===== config.mk =====
export PLATFORM = sky130hd
export DESIGN_NAME = cbim_top
export DESIGN_NICKNAME = d
export VERILOG_FILES = /design/src/design/cbim_pkg.sv /design/src/design/cbim_sync.sv /design/src/design/cbim_top.sv
export SDC_FILE = /design/constraint.sdc
export NUM_CORES = 1
export LEC_CHECK = 0
export BUFFER_PORTS_ARGS = -buffer_cell sky130_fd_sc_hd__buf_4
export CORE_AREA = 4 4 87 89
export DETAILED_ROUTE_END_ITERATION = 10
export DIE_AREA = 0 0 91 93
export PLACE_DENSITY = 0.78
export SLEW_MARGIN = 20
export SYNTH_ARGS = -nofsm -noshare
export SYNTH_HDL_FRONTEND = slang
export SYNTH_SLANG_ARGS = --single-unit

===== constraint.sdc =====
create_clock -name ref_clk_in -period 2.7 [get_ports ref_clk_in]
set_clock_uncertainty 0.05 [all_clocks]
set_input_delay 0.54 -clock ref_clk_in [delete_from_list [all_inputs] [get_ports ref_clk_in]]
set_output_delay 0.54 -clock ref_clk_in [all_outputs]
set_load 0.03 [all_outputs]

===== src/design/cbim_pkg.sv =====
// Constants for the charger and boost event mask and identification block.
// Assumes a serial two-wire register bus clocked by the device core clock.
package cbim_pkg;

  // ----------------------------------------------------------------
  // Register offsets
  // ----------------------------------------------------------------
  localparam logic [7:0] CBIM_CHG_STATUS_OFS = 8'h09;
  localparam logic [7:0] CBIM_BST_STATUS_OFS = 8'h0a;
  localparam logic [7:0] CBIM_CHG_MASK_OFS = 8'h0c;
  localparam logic [7:0] CBIM_BST_MASK_OFS = 8'h0d;
  localparam logic [7:0] CBIM_ID_OFS = 8'h0e;

  // ----------------------------------------------------------------
  // Reset values and field positions
  // ----------------------------------------------------------------
  localparam logic [7:0] CBIM_MASK_RESET = 8'h00;
  localparam logic [7:0] CBIM_UNMAPPED_READ = 8'h00;
  localparam logic [7:0] CBIM_BST_EVENT_BITS = 8'hf8;
  localparam int CBIM_ID_MAKER_POS = 6;
  localparam int CBIM_ID_PART_POS = 3;
  localparam int CBIM_ID_VERSION_POS = 0;

  // ----------------------------------------------------------------
  // Serial bus framing
  // ----------------------------------------------------------------
  localparam logic [3:0] CBIM_BITS_PER_BYTE = 4'h8;
  localparam logic [3:0] CBIM_BIT_CNT_RESET = 4'h0;

  typedef enum logic [3:0] {
    CBIM_IDLE,
    CBIM_ADDR,
    CBIM_ADDR_ACK,
    CBIM_PTR,
    CBIM_PTR_ACK,
    CBIM_WDATA,
    CBIM_WDATA_ACK,
    CBIM_RDATA,
    CBIM_RDATA_ACK
  } cbim_state_type;

endpackage : cbim_pkg


===== src/design/cbim_sync.sv =====
// Two-stage synchroniser for asynchronous pin and analog status levels.
// Assumes inputs are levels from outside the core clock domain.
`timescale 1ns/10ps
module cbim_sync
  import cbim_pkg::*;
#(
  parameter int WIDTH = 1
)
(
  input wire logic ref_clk_in,
  input wire logic rst_n_in,
  input wire logic [WIDTH-1:0] async_in,
  output logic [WIDTH-1:0] sync_out
);

  logic [WIDTH-1:0] meta_reg;
  logic [WIDTH-1:0] sync_reg;

  // ----------------------------------------------------------------
  // Two flip-flop chain
  // ----------------------------------------------------------------
  always_ff @(posedge ref_clk_in)
  begin
    if (!rst_n_in)
    begin
      meta_reg <= '0;
      sync_reg <= '0;
    end
    else
    begin
      meta_reg <= async_in;
      sync_reg <= meta_reg;
    end
  end

  assign sync_out = sync_reg;

endmodule : cbim_sync


===== src/design/cbim_top.sv =====
// Event mask registers, identification and interrupt request behind a
// two-wire serial register bus.
// Assumes open-drain bus pins and status levels held by outside logic.
`timescale 1ns/10ps
module cbim_top
  import cbim_pkg::*;
#(
  parameter logic [6:0] BUS_ADDR = 7'h3a,
  parameter logic [1:0] ID_MAKER = 2'h2,    // Arbitrary value
  parameter logic [2:0] ID_PART = 3'h5,     // Arbitrary value
  parameter logic [2:0] ID_VERSION = 3'h6   // Arbitrary value
)
(
  input wire logic ref_clk_in,
  input wire logic rst_n_in,
  input wire logic scl_in,
  input wire logic sda_in,
  output logic sda_out,
  output logic sda_oe_out,
  input wire logic [7:0] charger_event_status_in,
  input wire logic [7:0] boost_event_status_in,
  output logic int_req_out
);

  logic [17:0] sync_bus;
  logic scl_s;
  logic sda_s;
  logic [7:0] chg_status;
  logic [7:0] bst_status;
  logic scl_d_reg;
  logic sda_d_reg;
  logic scl_rise;
  logic scl_fall;
  logic start_seen;
  logic stop_seen;
  cbim_state_type state_reg;
  logic [3:0] bit_cnt_reg;
  logic [7:0] shift_reg;
  logic [7:0] tx_reg;
  logic [7:0] ptr_reg;
  logic rw_reg;
  logic nack_reg;
  logic sda_oe_reg;
  logic sda_out_reg;
  logic [7:0] charger_event_mask_reg;
  logic [7:0] boost_event_mask_reg;
  logic int_req_reg;
  logic int_req_next;
  logic [7:0] id_value;
  logic [7:0] rd_value;

  // ----------------------------------------------------------------
  // Input synchronisation
  // ----------------------------------------------------------------
  cbim_sync #(
    .WIDTH(18)
  ) u_sync (
    .ref_clk_in(ref_clk_in),
    .rst_n_in(rst_n_in),
    .async_in({~scl_in, ~sda_in, charger_event_status_in, boost_event_status_in}),
    .sync_out(sync_bus)
  );

  assign scl_s = ~sync_bus[17];
  assign sda_s = ~sync_bus[16];
  assign chg_status = sync_bus[15:8];
  assign bst_status = sync_bus[7:0];

  assign id_value = {ID_MAKER, ID_PART, ID_VERSION};

  // ----------------------------------------------------------------
  // Register read decode
  // ----------------------------------------------------------------
  function automatic logic [7:0] read_reg(input logic [7:0] ofs, input logic [7:0] chg_st,
                                          input logic [7:0] bst_st, input logic [7:0] chg_mk,
                                          input logic [7:0] bst_mk, input logic [7:0] ident);
    logic [7:0] val;
    val = CBIM_UNMAPPED_READ;
    if (ofs == CBIM_CHG_STATUS_OFS)
      val = chg_st;
    else if (ofs == CBIM_BST_STATUS_OFS)
      val = bst_st & CBIM_BST_EVENT_BITS;
    else if (ofs == CBIM_CHG_MASK_OFS)
      val = chg_mk;
    else if (ofs == CBIM_BST_MASK_OFS)
      val = bst_mk;
    else if (ofs == CBIM_ID_OFS)
      val = ident;
    return val;
  endfunction : read_reg

  assign rd_value = read_reg(ptr_reg, chg_status, bst_status, charger_event_mask_reg,
                             boost_event_mask_reg, id_value);

  // ----------------------------------------------------------------
  // Bus condition detection
  // ----------------------------------------------------------------
  always_ff @(posedge ref_clk_in)
  begin
    if (!rst_n_in)
    begin
      scl_d_reg <= 1'b1;
      sda_d_reg <= 1'b1;
    end
    else
    begin
      scl_d_reg <= scl_s;
      sda_d_reg <= sda_s;
    end
  end

  assign scl_rise = scl_s & ~scl_d_reg;
  assign scl_fall = ~scl_s & scl_d_reg;
  assign start_seen = scl_s & scl_d_reg & sda_d_reg & ~sda_s;
  assign stop_seen = scl_s & scl_d_reg & ~sda_d_reg & sda_s;

  // ----------------------------------------------------------------
  // Serial transfer engine
  // ----------------------------------------------------------------
  always_ff @(posedge ref_clk_in)
  begin
    if (!rst_n_in)
    begin
      state_reg <= CBIM_IDLE;
      bit_cnt_reg <= CBIM_BIT_CNT_RESET;
      shift_reg <= 8'h00;
      tx_reg <= 8'h00;
      ptr_reg <= 8'h00;
      rw_reg <= 1'b0;
      nack_reg <= 1'b0;
      sda_oe_reg <= 1'b0;
    end
    else if (stop_seen)
    begin
      state_reg <= CBIM_IDLE;
      sda_oe_reg <= 1'b0;
    end
    else if (start_seen)
    begin
      state_reg <= CBIM_ADDR;
      bit_cnt_reg <= CBIM_BIT_CNT_RESET;
      sda_oe_reg <= 1'b0;
    end
    else if (scl_rise)
    begin
      if (state_reg == CBIM_RDATA_ACK)
      begin
        nack_reg <= sda_s;
      end
      else if (state_reg != CBIM_IDLE)
      begin
        shift_reg <= {shift_reg[6:0], sda_s};
        bit_cnt_reg <= bit_cnt_reg + 4'h1;
      end
    end
    else if (scl_fall)
    begin
      case (state_reg)
        CBIM_ADDR:
        begin
          if (bit_cnt_reg == CBIM_BITS_PER_BYTE)
          begin
            if (shift_reg[7:1] == BUS_ADDR)
            begin
              rw_reg <= shift_reg[0];
              sda_oe_reg <= 1'b1;
              state_reg <= CBIM_ADDR_ACK;
            end
            else
            begin
              state_reg <= CBIM_IDLE;
            end
          end
        end
        CBIM_ADDR_ACK:
        begin
          bit_cnt_reg <= CBIM_BIT_CNT_RESET;
          if (rw_reg)
          begin
            tx_reg <= rd_value;
            sda_oe_reg <= ~rd_value[7];
            state_reg <= CBIM_RDATA;
          end
          else
          begin
            sda_oe_reg <= 1'b0;
            state_reg <= CBIM_PTR;
          end
        end
        CBIM_PTR:
        begin
          if (bit_cnt_reg == CBIM_BITS_PER_BYTE)
          begin
            ptr_reg <= shift_reg;
            sda_oe_reg <= 1'b1;
            state_reg <= CBIM_PTR_ACK;
          end
        end
        CBIM_PTR_ACK, CBIM_WDATA_ACK:
        begin
          sda_oe_reg <= 1'b0;
          bit_cnt_reg <= CBIM_BIT_CNT_RESET;
          state_reg <= CBIM_WDATA;
        end
        CBIM_WDATA:
        begin
          if (bit_cnt_reg == CBIM_BITS_PER_BYTE)
          begin
            ptr_reg <= ptr_reg + 8'h01;
            sda_oe_reg <= 1'b1;
            state_reg <= CBIM_WDATA_ACK;
          end
        end
        CBIM_RDATA:
        begin
          if (bit_cnt_reg == CBIM_BITS_PER_BYTE)
          begin
            ptr_reg <= ptr_reg + 8'h01;
            sda_oe_reg <= 1'b0;
            state_reg <= CBIM_RDATA_ACK;
          end
          else
          begin
            tx_reg <= {tx_reg[6:0], 1'b0};
            sda_oe_reg <= ~tx_reg[6];
          end
        end
        CBIM_RDATA_ACK:
        begin
          bit_cnt_reg <= CBIM_BIT_CNT_RESET;
          if (nack_reg)
          begin
            state_reg <= CBIM_IDLE;
          end
          else
          begin
            tx_reg <= rd_value;
            sda_oe_reg <= ~rd_value[7];
            state_reg <= CBIM_RDATA;
          end
        end
        default:
        begin
          state_reg <= state_reg;
        end
      endcase
    end
  end

  // ----------------------------------------------------------------
  // Mask registers
  // ----------------------------------------------------------------
  always_ff @(posedge ref_clk_in)
  begin
    if (!rst_n_in)
    begin
      charger_event_mask_reg <= CBIM_MASK_RESET;
      boost_event_mask_reg <= CBIM_MASK_RESET;
    end
    else if (scl_fall && state_reg == CBIM_WDATA && bit_cnt_reg == CBIM_BITS_PER_BYTE)
    begin
      if (ptr_reg == CBIM_CHG_MASK_OFS)
      begin
        charger_event_mask_reg <= shift_reg;
      end
      else if (ptr_reg == CBIM_BST_MASK_OFS)
      begin
        boost_event_mask_reg <= shift_reg;
      end
    end
  end

  // ----------------------------------------------------------------
  // Interrupt request
  // ----------------------------------------------------------------
  // Masks gate only this request, never a protection path
  assign int_req_next = |(chg_status & ~charger_event_mask_reg)
    | |(bst_status & CBIM_BST_EVENT_BITS & ~boost_event_mask_reg);

  always_ff @(posedge ref_clk_in)
  begin
    if (!rst_n_in)
    begin
      int_req_reg <= 1'b0;
      sda_out_reg <= 1'b0;
    end
    else
    begin
      int_req_reg <= int_req_next;
      sda_out_reg <= 1'b0;
    end
  end

  assign int_req_out = int_req_reg;
  assign sda_oe_out = sda_oe_reg;
  assign sda_out = sda_out_reg;

endmodule : cbim_top


# Yosys cells after proc, flatten, opt, wreduce, memory -nomap -nowiden
# Index checks and enable logic that the tools add are counted.
[totals]
register_bits = 89
latchBits = 0
mem_bits_rw = 0
mem_bits_ro = 0
wordCells = 142
n_memories = 0
[op_classes]
addsub = 2
multipliers = 0
n_div = 0
magnitude_cmp = 0
eq_ne = 32
shift = 0
mux = 36
n_bitwise = 26
n_reduce_logical = 30
[op_table]
columns = ["op", "n"]
rows = [
  ["$mux 8", 7],
  ["$eq 8x4->1 const B", 5],
  ["$mux 4", 10],
  ["$reduce_and 7->1", 5],
  ["$pmux 4 s7", 1],
  ["$mux 7", 3],
  ["$pmux 7 s3", 1],
  ["$and 8x8->8", 2],
  ["$eq 4x3->1 const B", 4],
  ["$not 8->8", 2],
  ["$pmux 8 s2", 1],
  ["$reduce_or 8->1", 2],
  ["$ne 2x2->1 const B", 7],
  ["$not 1->1", 14],
  ["$ne 3x3->1 const B", 4],
  ["$reduce_and 5->1", 2],
  ["$mux 1", 9],
  ["$reduce_bool 3->1", 3],
  ["$add 8x1->8 const B", 1],
  ["$eq 4x2->1 const B", 2],
  ["$eq 4x4->1 const B", 2],
  ["$ne 2x1->1 const B", 4],
  ["$reduce_and 8->1", 1],
  ["$reduce_bool 8->1", 1],
  ["other kinds (21)", 33],
]

# Depth between registers and ports, before layout
[depth]
ltp_word = 9
ltp_mapped = 9

# Hierarchy
# A second synthesis with hierarchy kept.
[unflattened]
cells_unflattened = 468
hier_area_um2 = 4239.1
[modules_own_cells]
columns = ["module", "instances", "cells_per_inst", "area_per_inst_um2"]
rows = [
  ["cbim_top", 1, 393, 3233.1],
  ["cbim_sync", 1, 75, 1006.0],
]

# Least setup slack after synthesis
# No wires, ideal clock.
[synth_path]
kind = "reg2reg"
startpoint = "register u_sync.sync_reg[17], in the netlist u_sync.sync_out[17]"
endpoint = "register bit_cnt_reg[0]"
setup_ns = 0.120
arrival_ns = 1.932
required_ns = 2.530
setup_slack_ns = 0.598
stages_incl_launch_ff = 9
path_buffers = 1
synth_period_minus_slack_ns = 2.102
path_cell_list = "dfxtp_1 -> inv_1 -> ha_1 -> clkbuf_1 -> or4b_1 -> a2111oi_0 -> nor3_1 -> a211oi_1 -> nor2_1"
[synth_via]
elab_chain_cells = 6
elab_cells_between_ends = 16
[synth_rtl]
columns = ["item", "line", "text"]
rows = [
  ["start, declared", "cbim_sync.sv:17", "logic [WIDTH-1:0] sync_reg;"],
  ["start signal, assigned", "cbim_sync.sv:32", "sync_reg <= meta_reg;"],
  ["$not 1->1 *", "cbim_top.sv:64", "assign scl_s = ~sync_bus[17];"],
  ["via scl_s", "cbim_top.sv:26", "logic scl_s;"],
  ["$and 1x1->1", "cbim_top.sv:114, cbim_top.sv:115", ""],
  ["$and 1x1->1, on equally long branches (2 in a row)", "cbim_top.sv:114, cbim_top.sv:115", ""],
  ["$ne 3x1->1 (no source line) (tied with other cells)", "n/a", ""],
  ["$reduce_and 5->1 (no source line)", "n/a", ""],
  ["end signal, assigned", "cbim_top.sv:153", "bit_cnt_reg <= bit_cnt_reg + 4'h1;"],
  ["end, declared", "cbim_top.sv:37", "logic [3:0] bit_cnt_reg;"],
]
# The timed path passes the listed nets; every way through them passes the cells marked *.
# A chain may end at the register's enable or synchronous reset.

# Worst setup path after layout
# Ends and elaborated chain as after synthesis.

==> metrics.md <==
| Metric | Value |
|---|---|
| Status | `finished clean` |
| Asr flop ratio synth | `0%` |
| Post-synth top flop | `dfxtp_1` |
| WL final | `approximately 9000 um` |
| Area contributors post-synth | `dfxtp_1 41%, mux2i_1 6.2%, and2_1 4.7%, nor2b_1 3.9%, nand2_1 3.3%` |
| Switching Power | `approximately 0.0006 W` |
| First-pass GRT wire length | `about 15000 um` |
| YS warnings | `0` |
| Worst slew pin tran | `711 ps` |
| Share of the clock period used by the worst path | `85.6%` |
| Final Core Density | `between 60% and 70%` |
| Cell Int Power | `0.00167 W` |
| Clock Sinks | `83` |
| Largest net degree at the start of global routing | `70` |
| Hold-fix buffers at CTS | `0` |
| DR vias/cell | `a little over 6` |
| Post-synthesis compound-gate area fraction | `between 10% and 20%` |
| Drt wl/cell | `between 15 and 20 um` |
| Most used routing layer | `met2` |
| Die Wd | `just over 90 um` |
| Syn_area_per_cell | `around 8.7 um^2` |
| Hold WS | `~260 ps` |
| Max Clock Freq | `about 0.43 GHz` |
| Die span in y | `between 90 and 100 um` |
| Number of synthesized register bits | `between 80 and 90` |
| Critical path data required time | `2910 ps` |
| Storage cell area | `0.00166 mm^2` |
| IO Pins | `23` |
| Share of cells above drive strength 1 | `10.5%` |
| RSZ-0062 raised after global routing | `false` |
| H-Tree Depth | `3` |
| Tmin final | `roughly 2300 ps` |
| Xor and xnor area share after synthesis | `0.652%` |
| Layout Area Growth over Synthesis | `8.95%` |
| DRC viols | `0` |
| EDFF count, synth | `0` |
| Multi-input logic area | `0.00214 mm^2` |
| Synth cell types | `63` |
| Mapped Cells | `465` |
| Pleak | `approximately 1.8 nW` |
| Fill count | `about 560` |
| Startpoint type of the worst setup path | `flop` |
| Peak supply drop | `around 0.52 mV` |
| Register area share after synthesis | `between 40% and 50%` |
| CP Capture Type | `flop` |
| Hold Path Class | `input pin to flop` |
| Gr ovfl total | `0` |
| Post-placement setup slack | `around 430 ps` |
| RePlAce Congestion | `~0.89` |
| Die area | `about 0.0085 mm^2` |
| Sw Share | `26.4%` |
| Final Cell Area | `approximately 0.0044 mm^2` |
| Combinational share of power | `5.0%` |
| Num CTS Buffers | `9` |
| Main combinational cell family by area after synthesis | `simple AND/OR/NAND/NOR gates` |
| Top-area cell type share of the netlist area | `41.3%` |
| Final ANT Viol Nets | `0` |
| Met1 GRT Util | `30.3%` |
| Initial detailed-routing violation count | `259` |
| P per Cell Area | `roughly 520 mW/mm^2` |
| Setup bufs post-CTS | `0` |
| CP max FO | `9` |
| Final setup margin | `a little under 400 ps` |
| Post-Synth Simple-Gate Area | `24.9%` |
| Dpl cell area | `approximately 0.0042 mm^2` |
| Clock power share | `39.2%` |
| Initial core utilization | `slightly below 60%` |
| Rel. slew slack | `52.3%` |
| Clock Tree Root | `clkbuf_8` |
| Register clock-pin slew on the reported worst setup and hold paths | `about 100 ps` |
| Most common cell after layout, fill and taps aside | `dfxtp_1` |
| Syn Std Cell Area | `just over 0.004 mm^2` |
| Final Hold Vio Count | `0` |
| Seq pwr share | `roughly 56%` |
| Number of buffers added on ports | `18` |
| Worst Path Arrival | `between 2000 and 3000 ps` |
| TritonCTS clock tree | `yes` |
| Final-report max-slew violation count | `0` |
| Post-synthesis mux area share | `between 6 and 7%` |
| Setup TNS | `0 ps` |
| Initial antenna violation count | `0` |
| CORE AREA | `just under 0.007 mm^2` |
| Vias | `about 3400` |
| Post-DP HPWL | `~6200 um` |
| Max Root-Sink Buffers | `2` |
| Setup CP Type | `flop to flop` |
| Met2 Use GR | `about 34%` |
| Area leader, netlist | `dfxtp_1` |
| Max-Cap Viols | `0` |
| Gr usage total | `between 20% and 30%` |
| Site row count | `30` |
| Final setup fails | `0` |
| Final #Nets | `499` |
| Synth Net Count | `roughly 490` |
| Met3 Usage GRT | `about 4.7%` |
| Most frequent cells in the layout | `83 x dfxtp_1, 35 x nand2_1, 30 x and2_1, 30 x nor2_1, 27 x inv_1` |
| Vias in the first global route | `~3100` |
| Adder-cell share of the synthesized area | `around 2.8%` |
| Antenna fix cells | `0` |
| Latest clock arrival within the worst-skew pair | `~370 ps` |
| Pre-antenna DRT Iters | `5` |
| Cts repair resizes | `0` |
==> logic make-up (layout without fill, tap and decap cells) <==
group           Yosys count  in the layout
fa+ha+maj                 9              9
other cells               1              1
simple gates            181            181
mux                      27             27
buf+inv                  57             67
xor+xnor                  3              3
flops                    83             83
compound gates          104            104
==> Yosys cell counts, types with 3 or more instances <==
cell and count:
a211oi_1 7, a21oi_1 19, a221o_1 5, a221oi_1 3
a22oi_1 4, a31oi_1 5, and2_1 30, and3_1 3
and3b_1 3, and4_1 3, buf_2 3, clkbuf_1 25
dfxtp_1 83, ha_1 9, inv_1 27, mux2i_1 25
nand2_1 35, nand2b_1 6, nand3_1 15, nand4_1 6
nor2_1 30, nor2b_1 25, nor3_1 5, o211a_1 6
o211ai_1 4, o21ai_0 22, o22ai_1 5
==> critical path, stage by stage (launching register included) <==
cell and delay, ps:
dfxtp_1 370, inv_1 70, ha_1 310, or4b_1 520, a2111oi_0 430, nor3_1 130, a211oi_1 260, nor2_1 80
==> per-stage QoR <==
step | std cells | total power, W
final | 555 | 0.00227
after global routing | 555 | 0.00236
after CTS | 555 | 0.00229
after detailed placement | 539 | 0.00141
after global placement | 539 | 0.00140
after floorplan | 465 | 0.00137
==> worst paths after layout <==
| kind | startpoint | endpoint | slack [ps] | cells past startpoint |
|---|---|---|---|---|
| max reg2reg | u_sync.sync_out[17] | bit_cnt_reg[0] | 390 | 7 |
| max | u_sync.sync_out[17] | bit_cnt_reg[0] | 390 | 7 |
| min reg2reg | u_sync.sync_out[17] | scl_d_reg | 370 | 1 |
| min | sda_in | u_sync.meta_reg[16] | 260 | 2 |
==> power by group through the flow <==
stage	logic (W)	clock network, W	registers [W]
floorplan	0.0000793	0	0.00129
global route	0.000127	0.000967	0.00127
finish	0.000113	0.000891	0.00127
detailed placement	0.000113	0	0.00129
CTS	0.000113	0.000909	0.00127
global placement	0.000110	0	0.00129
==> final cells by class <==
type	instances	share of cell area, %
Multi-Input combinational cell	325	48.9
Sequential cell	83	37.9
Timing Repair Buffer	24	4.11
Clock buffer	9	2.82
Inverter	27	2.31
Tap cell	80	2.28
Clock inverter	7	1.74
==> routing by layer <==
layer / vias to the layer above / wire length (um)
li1: 1659 / -
met1: 1596 / 4180
met2: 113 / 3990
met3: 19 / 465
met4: 0 / 184
met5: - / 0
Note: power is estimated with default switching activity, not from simulation.
